`src/acs_pkg.sv`:
```
`default_nettype none
// shared constants and types of the conversion sequencer
package acs_pkg;
  // register byte addresses
  localparam logic [15:0] ACS_OFS_CTL = 16'h1030;
  localparam logic [15:0] ACS_OFS_RES0 = 16'h1034;
  localparam logic [15:0] ACS_OFS_RES1 = 16'h1038;
  localparam logic [15:0] ACS_OFS_RES2 = 16'h103C;
  localparam logic [15:0] ACS_OFS_RES3 = 16'h1040;
  localparam logic [15:0] ACS_OFS_OPT = 16'h1044;
  // control/status field positions
  localparam int ACS_CTL_DONE_BIT = 7;
  localparam int ACS_CTL_SCAN_BIT = 5;
  localparam int ACS_CTL_GROUP_BIT = 4;
  // option field positions
  localparam int ACS_OPT_PWR_BIT = 7;
  localparam int ACS_OPT_CONV_CLOCK_SELECT_BIT = 6;
  localparam int ACS_OPT_DLY_BIT = 4;
  // reset values
  localparam logic [5:0] ACS_CTL_RST = 6'h00;
  localparam logic [7:0] ACS_RES_RST = 8'h00;
  localparam logic [2:0] ACS_OPT_RST = 3'h0;
  // conversion timing in conversion-clock cycles
  localparam int ACS_CONV_CYCLES = 32;
  localparam int ACS_SAMPLE_CYCLES = 12;
  localparam int ACS_SAR_BITS = 8;
  localparam logic [4:0] ACS_CNT_LAST = 5'(ACS_CONV_CYCLES - 1);
  localparam logic [4:0] ACS_CNT_SMP = 5'(ACS_SAMPLE_CYCLES);
  localparam logic [4:0] ACS_CNT_SARL =
    5'(ACS_SAMPLE_CYCLES + ACS_SAR_BITS - 1);
  localparam logic [7:0] ACS_SAR_SEED = 8'h80;
  // internal channel codes
  localparam logic [3:0] ACS_CH_HIGH_REF = 4'hC;
  localparam logic [3:0] ACS_CH_LOW_REF = 4'hD;
  localparam logic [3:0] ACS_CH_HALF_REF = 4'hE;
  // bus responses
  localparam logic [1:0] ACS_RESP_OKAY = 2'h0;
  localparam logic [1:0] ACS_RESP_SLVERR = 2'h2;
  // control register contents
  typedef struct packed {
    logic scan;
    logic group_mode;
    logic [3:0] chan;
  } acs_ctl_s;
  // option register contents
  typedef struct packed {
    logic converter_power_up;
    logic conv_clock_select;
    logic stop_exit_delay;
  } acs_opt_s;
  // sequencer states
  typedef enum logic [3:0] {
    ACS_IDLE = 4'b0001,
    ACS_ARMED = 4'b0010,
    ACS_RUN = 4'b0100,
    ACS_SUSP = 4'b1000
  } acs_state_e;
  // source selected by the multiplexer
  typedef enum logic [4:0] {
    ACS_SRC_EXT = 5'b00001,
    ACS_SRC_HIGH = 5'b00010,
    ACS_SRC_LOW = 5'b00100,
    ACS_SRC_HALF = 5'b01000,
    ACS_SRC_RSVD = 5'b10000
  } acs_src_e;
endpackage
`default_nettype wire

```
`src/acs_adc_sequencer.sv`:
```
// Chosen here: the AXI4-Lite interface to the registers.
`timescale 1ns/10ps
`default_nettype none
module acs_adc_sequencer
  import acs_pkg::*;
(
  // clock, reset, enable
  input wire logic REF_CLK,
  input wire logic ARST_N,
  input wire logic CLK_EN,
  // axi4-lite write address
  input wire logic [15:0] AWADDR,
  input wire logic AWVALID,
  output logic AWREADY,
  // axi4-lite write data
  input wire logic [31:0] WDATA,
  input wire logic [3:0] WSTRB,
  input wire logic WVALID,
  output logic WREADY,
  // axi4-lite write response
  output logic [1:0] BRESP,
  output logic BVALID,
  input wire logic BREADY,
  // axi4-lite read address
  input wire logic [15:0] ARADDR,
  input wire logic ARVALID,
  output logic ARREADY,
  // axi4-lite read data
  output logic [31:0] RDATA,
  output logic [1:0] RRESP,
  output logic RVALID,
  input wire logic RREADY,
  // conversion clock ticks and low-power modes
  input wire logic E_TICK,
  input wire logic RC_TICK,
  input wire logic STOP_MODE,
  input wire logic WAIT_MODE,
  // analog front end
  input wire logic COMP_IN,
  output logic [3:0] MUX_SEL,
  output logic [4:0] SRC_KIND,
  output logic SAMPLE_CLOSE,
  output logic [7:0] DAC_CODE,
  output logic CONV_POWER
);
  // register state
  acs_ctl_s ctl_q; // mode and channel
  acs_opt_s opt_q; // power, clock, exit delay
  logic done_q; // conversions_done_flag
  logic [7:0] res_q [4]; // result_reg_one..four
  acs_state_e state_q; // sequencer state
  logic [1:0] idx_q; // position in sequence

  // bus state
  logic aw_hold_q; // address captured
  logic [15:0] awaddr_q;
  logic w_hold_q; // data captured
  logic [31:0] wdata_q;
  logic [3:0] wstrb_q;

  // internal nets
  logic wr_do; // write performed this cycle
  logic wr_hit; // write decodes to a register
  logic wr_ctl; // control/status write
  logic wr_opt; // option write
  logic halted; // stop, wait or power off
  logic conv_tick; // selected conversion clock
  logic eng_run;
  logic eng_done;
  logic [7:0] eng_result;
  logic eng_sample;
  logic [7:0] eng_dac;
  logic [3:0] sel_d; // channel to convert now
  logic [8:0] rd_ar; // read decode of the offered address

  // read decode: {hit, data}
  function automatic logic [8:0] rd_word(input logic [15:0] a);
    logic [8:0] r;
    r = 9'h000;
    unique case (a)
      ACS_OFS_CTL: r = {1'b1, done_q, 1'b0, ctl_q};
      ACS_OFS_RES0: r = {1'b1, res_q[0]};
      ACS_OFS_RES1: r = {1'b1, res_q[1]};
      ACS_OFS_RES2: r = {1'b1, res_q[2]};
      ACS_OFS_RES3: r = {1'b1, res_q[3]};
      ACS_OFS_OPT: r = {1'b1, opt_q[2:1], 1'b0, opt_q[0], 4'h0};
      default: r = 9'h000;
    endcase
    return r;
  endfunction

  // channel code to source kind
  function automatic acs_src_e src_of(input logic [3:0] c);
    acs_src_e s;
    s = ACS_SRC_RSVD;
    if (!c[3]) begin
      s = ACS_SRC_EXT;
    end else if (c == ACS_CH_HIGH_REF) begin
      s = ACS_SRC_HIGH;
    end else if (c == ACS_CH_LOW_REF) begin
      s = ACS_SRC_LOW;
    end else if (c == ACS_CH_HALF_REF) begin
      s = ACS_SRC_HALF;
    end
    return s;
  endfunction

  assign wr_do = aw_hold_q && w_hold_q && !BVALID;
  assign wr_hit = rd_word(awaddr_q) >> 8 != 9'h000;
  assign wr_ctl = wr_do && wstrb_q[0] && (awaddr_q == ACS_OFS_CTL);
  assign wr_opt = wr_do && wstrb_q[0] && (awaddr_q == ACS_OFS_OPT);
  assign halted = STOP_MODE || WAIT_MODE || !opt_q.converter_power_up;
  assign conv_tick = opt_q.conv_clock_select ? RC_TICK : E_TICK;
  assign eng_run = (state_q == ACS_RUN);

  // read decode of the offered address, hit flag in bit 8
  always_comb begin
    rd_ar = rd_word(ARADDR);
  end

  // group mode keeps the group bits and steps the low two
  always_comb begin
    sel_d = ctl_q.chan;
    if (ctl_q.group_mode) begin
      sel_d = {ctl_q.chan[3:2], idx_q};
    end
  end

  // write address channel, held until the response is taken
  always_ff @(posedge REF_CLK or negedge ARST_N) begin
    if (!ARST_N) begin
      AWREADY <= 1'b1;
      aw_hold_q <= 1'b0;
      awaddr_q <= 16'h0000;
    end else if (CLK_EN) begin
      if (AWVALID && AWREADY) begin
        AWREADY <= 1'b0;
        aw_hold_q <= 1'b1;
        awaddr_q <= AWADDR;
      end else if (wr_do) begin
        aw_hold_q <= 1'b0;
      end else if (BVALID && BREADY) begin
        AWREADY <= 1'b1;
      end
    end
  end

  // write data channel, taken in either order with the address
  always_ff @(posedge REF_CLK or negedge ARST_N) begin
    if (!ARST_N) begin
      WREADY <= 1'b1;
      w_hold_q <= 1'b0;
      wdata_q <= 32'h0000_0000;
      wstrb_q <= 4'h0;
    end else if (CLK_EN) begin
      if (WVALID && WREADY) begin
        WREADY <= 1'b0;
        w_hold_q <= 1'b1;
        wdata_q <= WDATA;
        wstrb_q <= WSTRB;
      end else if (wr_do) begin
        w_hold_q <= 1'b0;
      end else if (BVALID && BREADY) begin
        WREADY <= 1'b1;
      end
    end
  end

  // write response, one cycle after both halves are held
  always_ff @(posedge REF_CLK or negedge ARST_N) begin
    if (!ARST_N) begin
      BVALID <= 1'b0;
      BRESP <= ACS_RESP_OKAY;
    end else if (CLK_EN) begin
      if (wr_do) begin
        BVALID <= 1'b1;
        BRESP <= wr_hit ? ACS_RESP_OKAY : ACS_RESP_SLVERR;
      end else if (BVALID && BREADY) begin
        BVALID <= 1'b0;
      end
    end
  end

  // read channel, data registered at the address handshake
  always_ff @(posedge REF_CLK or negedge ARST_N) begin
    if (!ARST_N) begin
      ARREADY <= 1'b1;
      RVALID <= 1'b0;
      RDATA <= 32'h0000_0000;
      RRESP <= ACS_RESP_OKAY;
    end else if (CLK_EN) begin
      if (ARVALID && ARREADY) begin
        ARREADY <= 1'b0;
        RVALID <= 1'b1;
        RDATA <= {24'h000000, rd_ar[7:0]};
        RRESP <= rd_ar[8] ? ACS_RESP_OKAY : ACS_RESP_SLVERR;
      end else if (RVALID && RREADY) begin
        RVALID <= 1'b0;
        ARREADY <= 1'b1;
      end
    end
  end

  // control fields; the flag and bit 6 are not writable
  always_ff @(posedge REF_CLK or negedge ARST_N) begin
    if (!ARST_N) begin
      ctl_q <= ACS_CTL_RST;
    end else if (CLK_EN && wr_ctl) begin
      ctl_q.scan <= wdata_q[ACS_CTL_SCAN_BIT];
      ctl_q.group_mode <= wdata_q[ACS_CTL_GROUP_BIT];
      ctl_q.chan <= wdata_q[3:0];
    end
  end

  // option fields: power, clock select, stop exit delay
  always_ff @(posedge REF_CLK or negedge ARST_N) begin
    if (!ARST_N) begin
      opt_q <= ACS_OPT_RST;
    end else if (CLK_EN && wr_opt) begin
      opt_q.converter_power_up <= wdata_q[ACS_OPT_PWR_BIT];
      opt_q.conv_clock_select <= wdata_q[ACS_OPT_CONV_CLOCK_SELECT_BIT];
      opt_q.stop_exit_delay <= wdata_q[ACS_OPT_DLY_BIT];
    end
  end

  // sequencer: idle, armed for one e tick, running, suspended
  always_ff @(posedge REF_CLK or negedge ARST_N) begin
    if (!ARST_N) begin
      state_q <= ACS_IDLE;
    end else if (CLK_EN) begin
      if (wr_ctl) begin
        state_q <= ACS_ARMED;
      end else begin
        unique case (state_q)
          // nothing runs until software writes control
          ACS_IDLE: state_q <= ACS_IDLE;
          // wait one e clock before the first sample
          ACS_ARMED: begin
            if (E_TICK) begin
              state_q <= halted ? ACS_SUSP : ACS_RUN;
            end
          end
          // converting; one-shot stops after the fourth
          ACS_RUN: begin
            if (halted) begin
              state_q <= ACS_SUSP;
            end else if (eng_done && idx_q == 2'h3 && !ctl_q.scan) begin
              state_q <= ACS_IDLE;
            end
          end
          // suspended; resuming restarts the channel's sample
          ACS_SUSP: begin
            if (!halted) begin
              state_q <= ACS_RUN;
            end
          end
        endcase
      end
    end
  end

  // sequence position, wraps so scan mode cycles registers
  always_ff @(posedge REF_CLK or negedge ARST_N) begin
    if (!ARST_N) begin
      idx_q <= 2'h0;
    end else if (CLK_EN) begin
      if (wr_ctl) begin
        idx_q <= 2'h0;
      end else if (eng_done && eng_run) begin
        idx_q <= idx_q + 2'h1;
      end
    end
  end

  // result registers, one per sequence position
  for (genvar k = 0; k < 4; k++) begin : g_res
    always_ff @(posedge REF_CLK or negedge ARST_N) begin
      if (!ARST_N) begin
        res_q[k] <= ACS_RES_RST;
      end else if (CLK_EN && !wr_ctl && eng_done && eng_run &&
                   idx_q == 2'(k)) begin
        res_q[k] <= eng_result;
      end
    end
  end

  // done flag: set at the fourth end period, an abort clears it
  always_ff @(posedge REF_CLK or negedge ARST_N) begin
    if (!ARST_N) begin
      done_q <= 1'b0;
    end else if (CLK_EN) begin
      if (wr_ctl) begin
        done_q <= 1'b0;
      end else if (eng_done && eng_run && idx_q == 2'h3) begin
        done_q <= 1'b1;
      end
    end
  end

  // multiplexer select and source decode, registered
  always_ff @(posedge REF_CLK or negedge ARST_N) begin
    if (!ARST_N) begin
      MUX_SEL <= 4'h0;
      SRC_KIND <= ACS_SRC_EXT;
    end else if (CLK_EN) begin
      MUX_SEL <= sel_d;
      SRC_KIND <= src_of(sel_d);
    end
  end

  // converter power follows the option bit
  always_ff @(posedge REF_CLK or negedge ARST_N) begin
    if (!ARST_N) begin
      CONV_POWER <= 1'b0;
    end else if (CLK_EN) begin
      CONV_POWER <= opt_q.converter_power_up;
    end
  end

  // one conversion engine, restarted whenever it stops running
  acs_sar_engine u_eng (
    .clk(REF_CLK),
    .arst_n(ARST_N),
    .clk_en(CLK_EN),
    .run(eng_run),
    .tick(conv_tick),
    .comp_in(COMP_IN),
    .sample_on(eng_sample),
    .dac_code(eng_dac),
    .done(eng_done),
    .result(eng_result)
  );

  assign SAMPLE_CLOSE = eng_sample;
  assign DAC_CODE = eng_dac;
endmodule // acs_adc_sequencer
`default_nettype wire

```
`src/acs_sar_engine.sv`:
```
`timescale 1ns/10ps
`default_nettype none
// one 32-cycle conversion: sample, approximate, end period
module acs_sar_engine
  import acs_pkg::*;
(
  // clock and reset
  input wire logic clk,
  input wire logic arst_n,
  input wire logic clk_en,
  // control
  input wire logic run,
  input wire logic tick,
  input wire logic comp_in,
  // analog side
  output logic sample_on,
  output logic [7:0] dac_code,
  // result
  output logic done,
  output logic [7:0] result
);
  logic [4:0] cnt_q; // cycle within conversion
  logic [4:0] cnt_d;
  logic [2:0] bit_idx; // bit under trial
  logic in_sar; // approximation cycle

  // counter restarts whenever run drops, so a resume re-samples
  always_comb begin
    cnt_d = cnt_q;
    if (!run) begin
      cnt_d = 5'h00;
    end else if (tick) begin
      cnt_d = cnt_q + 5'h01;
    end
  end

  assign in_sar = (cnt_q >= ACS_CNT_SMP) && (cnt_q <= ACS_CNT_SARL);
  assign bit_idx = 3'(ACS_CNT_SARL - cnt_q);

  // conversion cycle counter, wraps after the end period
  always_ff @(posedge clk or negedge arst_n) begin
    if (!arst_n) begin
      cnt_q <= 5'h00;
    end else if (clk_en) begin
      cnt_q <= cnt_d;
    end
  end

  // sampling switch closed for the first twelve cycles only
  always_ff @(posedge clk or negedge arst_n) begin
    if (!arst_n) begin
      sample_on <= 1'b0;
    end else if (clk_en) begin
      sample_on <= run && (cnt_d < ACS_CNT_SMP);
    end
  end

  // successive approximation, one bit per cycle, msb first
  always_ff @(posedge clk or negedge arst_n) begin
    if (!arst_n) begin
      dac_code <= 8'h00;
    end else if (clk_en && run && tick) begin
      if (cnt_q == ACS_CNT_SMP - 5'h01) begin
        dac_code <= ACS_SAR_SEED;
      end else if (in_sar) begin
        dac_code[bit_idx] <= comp_in;
        if (bit_idx != 3'h0) begin
          dac_code[bit_idx - 3'h1] <= 1'b1;
        end
      end
    end
  end

  // end period hands the finished code over
  always_ff @(posedge clk or negedge arst_n) begin
    if (!arst_n) begin
      done <= 1'b0;
      result <= ACS_RES_RST;
    end else if (clk_en) begin
      done <= run && tick && (cnt_q == ACS_CNT_LAST);
      if (run && tick && (cnt_q == ACS_CNT_LAST)) begin
        result <= dac_code;
      end
    end
  end
endmodule // acs_sar_engine
`default_nettype wire

```
`config.mk`:
```
export PLATFORM = sky130hd
export DESIGN_NAME = acs_adc_sequencer
export DESIGN_NICKNAME = d
export VERILOG_FILES = /design/src/acs_pkg.sv /design/src/acs_adc_sequencer.sv /design/src/acs_sar_engine.sv
export SDC_FILE = /design/constraint.sdc
export NUM_CORES = 1
export LEC_CHECK = 0
export BUFFER_PORTS_ARGS = -buffer_cell sky130_fd_sc_hd__buf_2
export CAP_MARGIN = 20
export CORE_MARGIN = 4
export CORE_UTILIZATION = 45
export CTS_BUF_LIST = sky130_fd_sc_hd__clkbuf_2 sky130_fd_sc_hd__clkbuf_4 sky130_fd_sc_hd__clkbuf_8
export CTS_CLUSTER_DIAMETER = 50
export DETAILED_ROUTE_END_ITERATION = 10
export PLACE_DENSITY = 0.75
export SYNTH_ARGS = -nofsm -noshare
export SYNTH_HDL_FRONTEND = slang
export SYNTH_SLANG_ARGS = --single-unit
```
`constraint.sdc`:
```
create_clock -name REF_CLK -period 3.9 [get_ports REF_CLK]
set_input_delay 0.195 -clock REF_CLK [delete_from_list [all_inputs] [get_ports REF_CLK]]
set_output_delay 0.195 -clock REF_CLK [all_outputs]
set_load 0.02 [all_outputs]
```
==> impl_metrics.sql <==
INSERT INTO impl_metrics (metric_group, metric, value, unit) VALUES
('route', 'met2_length', '6400', 'µm'),
('pwr', 'seq_power_share', '0.507', ''),
('yosys', 'synth_top_cells_by_area', 'dfrtp_1 (50%), mux2_2 (14%), buf_4 (3.3%), nand2_1 (2.7%), mux2i_1 (2.4%)', ''),
('yosys', 'most_used_flip_flop_cell_after_synthesis', 'dfrtp_1', ''),
('yosys', 'yosys.cell_count.top_type', 'dfrtp_1', ''),
('yosys', 'async_flop_share', '1.00', ''),
('pwr', 'netSwitchingFraction', '0.212', ''),
('route', 'post_route_met1_wirelength', '5620', 'µm'),
('place', 'place.detailed.hpwl', '9260', 'µm'),
('route', 'drt_drc_violations_left', '0', ''),
('worst_setup_path', 'worst-endpoint-arrival', '2.68', 'ns'),
('yosys', 'synthCells', '523', ''),
('route', 'met3WireLength', '756', 'µm'),
('yosys', 'synthDistinctLibCells', '55', ''),
('timing', 'setup_viol_count_final', '0', ''),
('timing', 'clock_skew', '0.00957', 'ns'),
('route', 'dr_total_vias', '4362', ''),
('global_routing', 'pin_count_of_the_biggest_net_entering_global_routing', '47', ''),
('timing', 'worst-slew-pin-transition', '0.794', 'ns'),
('worst_setup_path', 'ff2ff_path_depth', '5', ''),
('worst_setup_path', 'path_max_fanout', '11', ''),
('timing', 'rsz0062_at_grt', 'no', ''),
('timing', 'smallest_hold_slack', '0.0219', 'ns'),
('timing', 'period_needed', '2.37', 'ns'),
('pwr', 'leakage', '3.47', 'nW'),
('pwr', 'clockPowerShare', '0.443', ''),
('place', 'port_buffers', '87', ''),
('cts', 'cts_repair_resize_count', '0', ''),
('global_routing', 'grt_pass1_wl', '21800', 'µm'),
('worst_setup_path', 'data_required_time_at_the_worst_endpoint', '4.21', 'ns'),
('finish', 'p_r_area_growth_vs_syn', '19.4', '%'),
('cts', 'cts_num_sinks', '123', ''),
('floorplanning', 'core_region_area', '12800', 'µm²'),
('yosys', 'avgSynthCellArea', '11.3', 'µm²'),
('route', 'drt-total-wl', '12900', 'µm'),
('place', 'detailedPlace.worstSlack', '1.50', 'ns'),
('timing', 'setup_tns', '0', 'ns'),
('place', 'routability_congestion_estimate', '0.815', ''),
('timing', 'maxSlewHeadroom', '0.469', ''),
('worst_setup_path', 'path_class', 'flop to flop', ''),
('route', 'dr.first_iter.drc_count', '341', ''),
('yosys', 'yosysSeqAreaShare', '0.520', ''),
('yosys', 'synth_largest_type_area_fraction', '0.498', ''),
('yosys', 'synth_enable_flop_cells', '0', ''),
('cts', 'clk_latency', '0.43', 'ns'),
('yosys', 'yosys_warnings', '0', ''),
('hold_path', 'timing.hold.worst.class', 'primary input to flop', ''),
('route', 'first_pass_iters', '6', ''),
('route', 'drt-vias-per-instance', '5.31', ''),
('worst_setup_path', 'r2r-end', 'state_q[2]', ''),
('pwr', 'pwr-share-comb', '0.051', ''),
('cts', 'cts_root_buffer', 'clkbuf_8', ''),
('route', 'average_wire_per_cell_in_the_routed_design', '15.7', 'µm'),
('timing', 'fin_crit_sh', '0.608', ''),
('route', 'route.top_layer_used', 'met4', ''),
('cts', 'cts_tree', 'done', ''),
('timing', 'hold_viol_final', '0', ''),
('hold_path', 'timing.hold.worst_endpoint', 'wdata_q[1]', ''),
('status', 'run_status', 'finished, final reports clean', ''),
('route', 'route.antenna.remaining_nets', '0', ''),
('pwr', 'ir_drop', '210', 'µV'),
('global_routing', 'first_global_vias', '4428', ''),
('finish', 'drive_above_1_share', '0.325', ''),
('floorplanning', 'area_of_the_die', '15100', 'µm²'),
('hold_path', 'min_from', 'WDATA[1]', ''),
('worst_setup_path', 'timing.critical_path.from_type', 'flop', ''),
('hold_path', 'hold_path_depth', '2', ''),
('cts', 'clock_tree.buffer_depth', '2', ''),
('pwr', 'net-switching-power', '0.536', 'mW'),
('floorplanning', 'floorplan.initialDensity', '0.464', ''),
('worst_setup_path', 'regToRegStartpoint', 'awaddr_q[13]', '');
cell type report:
type,count,area [µm²]
fill,1075,5700
sequential,123,3080
multi-input combinational,367,2620
timing repair buffer,113,693
clock buffer,31,377
tap,172,215
inverter,15,56.3
clock inverter,1,30.0
metrics by stage:
step / std cells / total power, mW / instance area (µm²)
global placement: 766 / 1.41 / 6430
detailed placement: 766 / 1.41 / 6430
floorplan: 548 / 1.37 / 6020
finish: 822 / 2.52 / 7070
global route: 822 / 2.63 / 7070
CTS: 822 / 2.55 / 7070
what timing repair did:
item                      CTS  global route
buffers inserted            0             0
hold endpoints to repair   65             0
hold buffers               24             0
cells by family after synthesis:
family | count (synthesis) | share of synthesized area
adder cells (fa/ha/maj) | 8 | 0.0169
AO/OA/AOI/OAI | 100 | 0.110
XOR/XNOR | 1 | 0.00148
buffers and inverters | 58 | 0.0536
AND/OR/NAND/NOR | 139 | 0.123
other | 1 | 0.000633
flip-flops | 123 | 0.520
multiplexers | 93 | 0.174
worst max path at each step:
stage / start / to / slack (ns) / depth (start not counted)
after floorplan: awaddr_q[13] / opt_q[0] / 2.05 / 6
after global placement: awaddr_q[9] / state_q[3] / 1.60 / 5
after detailed placement: awaddr_q[13] / opt_q[2] / 1.50 / 5
after CTS: awaddr_q[13] / opt_q[0] / 1.55 / 5
after global routing: awaddr_q[13] / state_q[3] / 1.35 / 5
final: awaddr_q[13] / state_q[2] / 1.53 / 5
per-layer routing:
metal,GRT usage,up-vias
met5,0,-
met4,0.0553,0
met3,0.0470,14
met2,0.311,132
met1,0.239,2136
li1,-,2080
flip-flops by register name, summed over array words and instances (netlist names), 5 cells and up:
signal          count
RDATA               8
wdata_q             8
res_q              32
awaddr_q           16
SRC_KIND            5
u_eng.cnt_q         5
u_eng.result        8
u_eng.dac_code      8
ctl_q               6
power by group through the flow:
stage / Sequential, mW / Combinational (mW) / Clock (mW)
global placement: 1.30 / 0.107 / 0
floorplan: 1.30 / 0.0635 / 0
detailed placement: 1.30 / 0.110 / 0
CTS: 1.28 / 0.129 / 1.15
global route: 1.28 / 0.144 / 1.21
finish: 1.28 / 0.128 / 1.12
critical path, stage by stage, from the launching register on:
cell and delay, ns:
dfrtp_1 0.38, nor4b_1 0.51, and3_1 0.41, nand3_1 0.42
and2_1 0.33, a32o_1 0.21
cell usage in the layout, fill, tap and decap left out, types with 4 or more instances in the layout:
master	instances
a22o_1	5
o21a_1	4
o21ai_0	24
and3b_1	4
nor3_1	8
a32o_1	4
a31oi_1	4
dfstp_2	5
nand2b_1	4
conb_1	26
ha_1	8
nand3_1	15
dfrtp_1	118
inv_1	15
buf_2	86
mux2_2	76
clkbuf_4	8
o22ai_1	7
mux2i_1	14
clkbuf_8	23
nand2_1	42
nor4_1	5
dlygate4sd3_1	24
nor2_1	30
a211oi_1	7
a22oi_1	6
a21oi_1	24
and3_1	4
(Power assumes the default switching activity.)
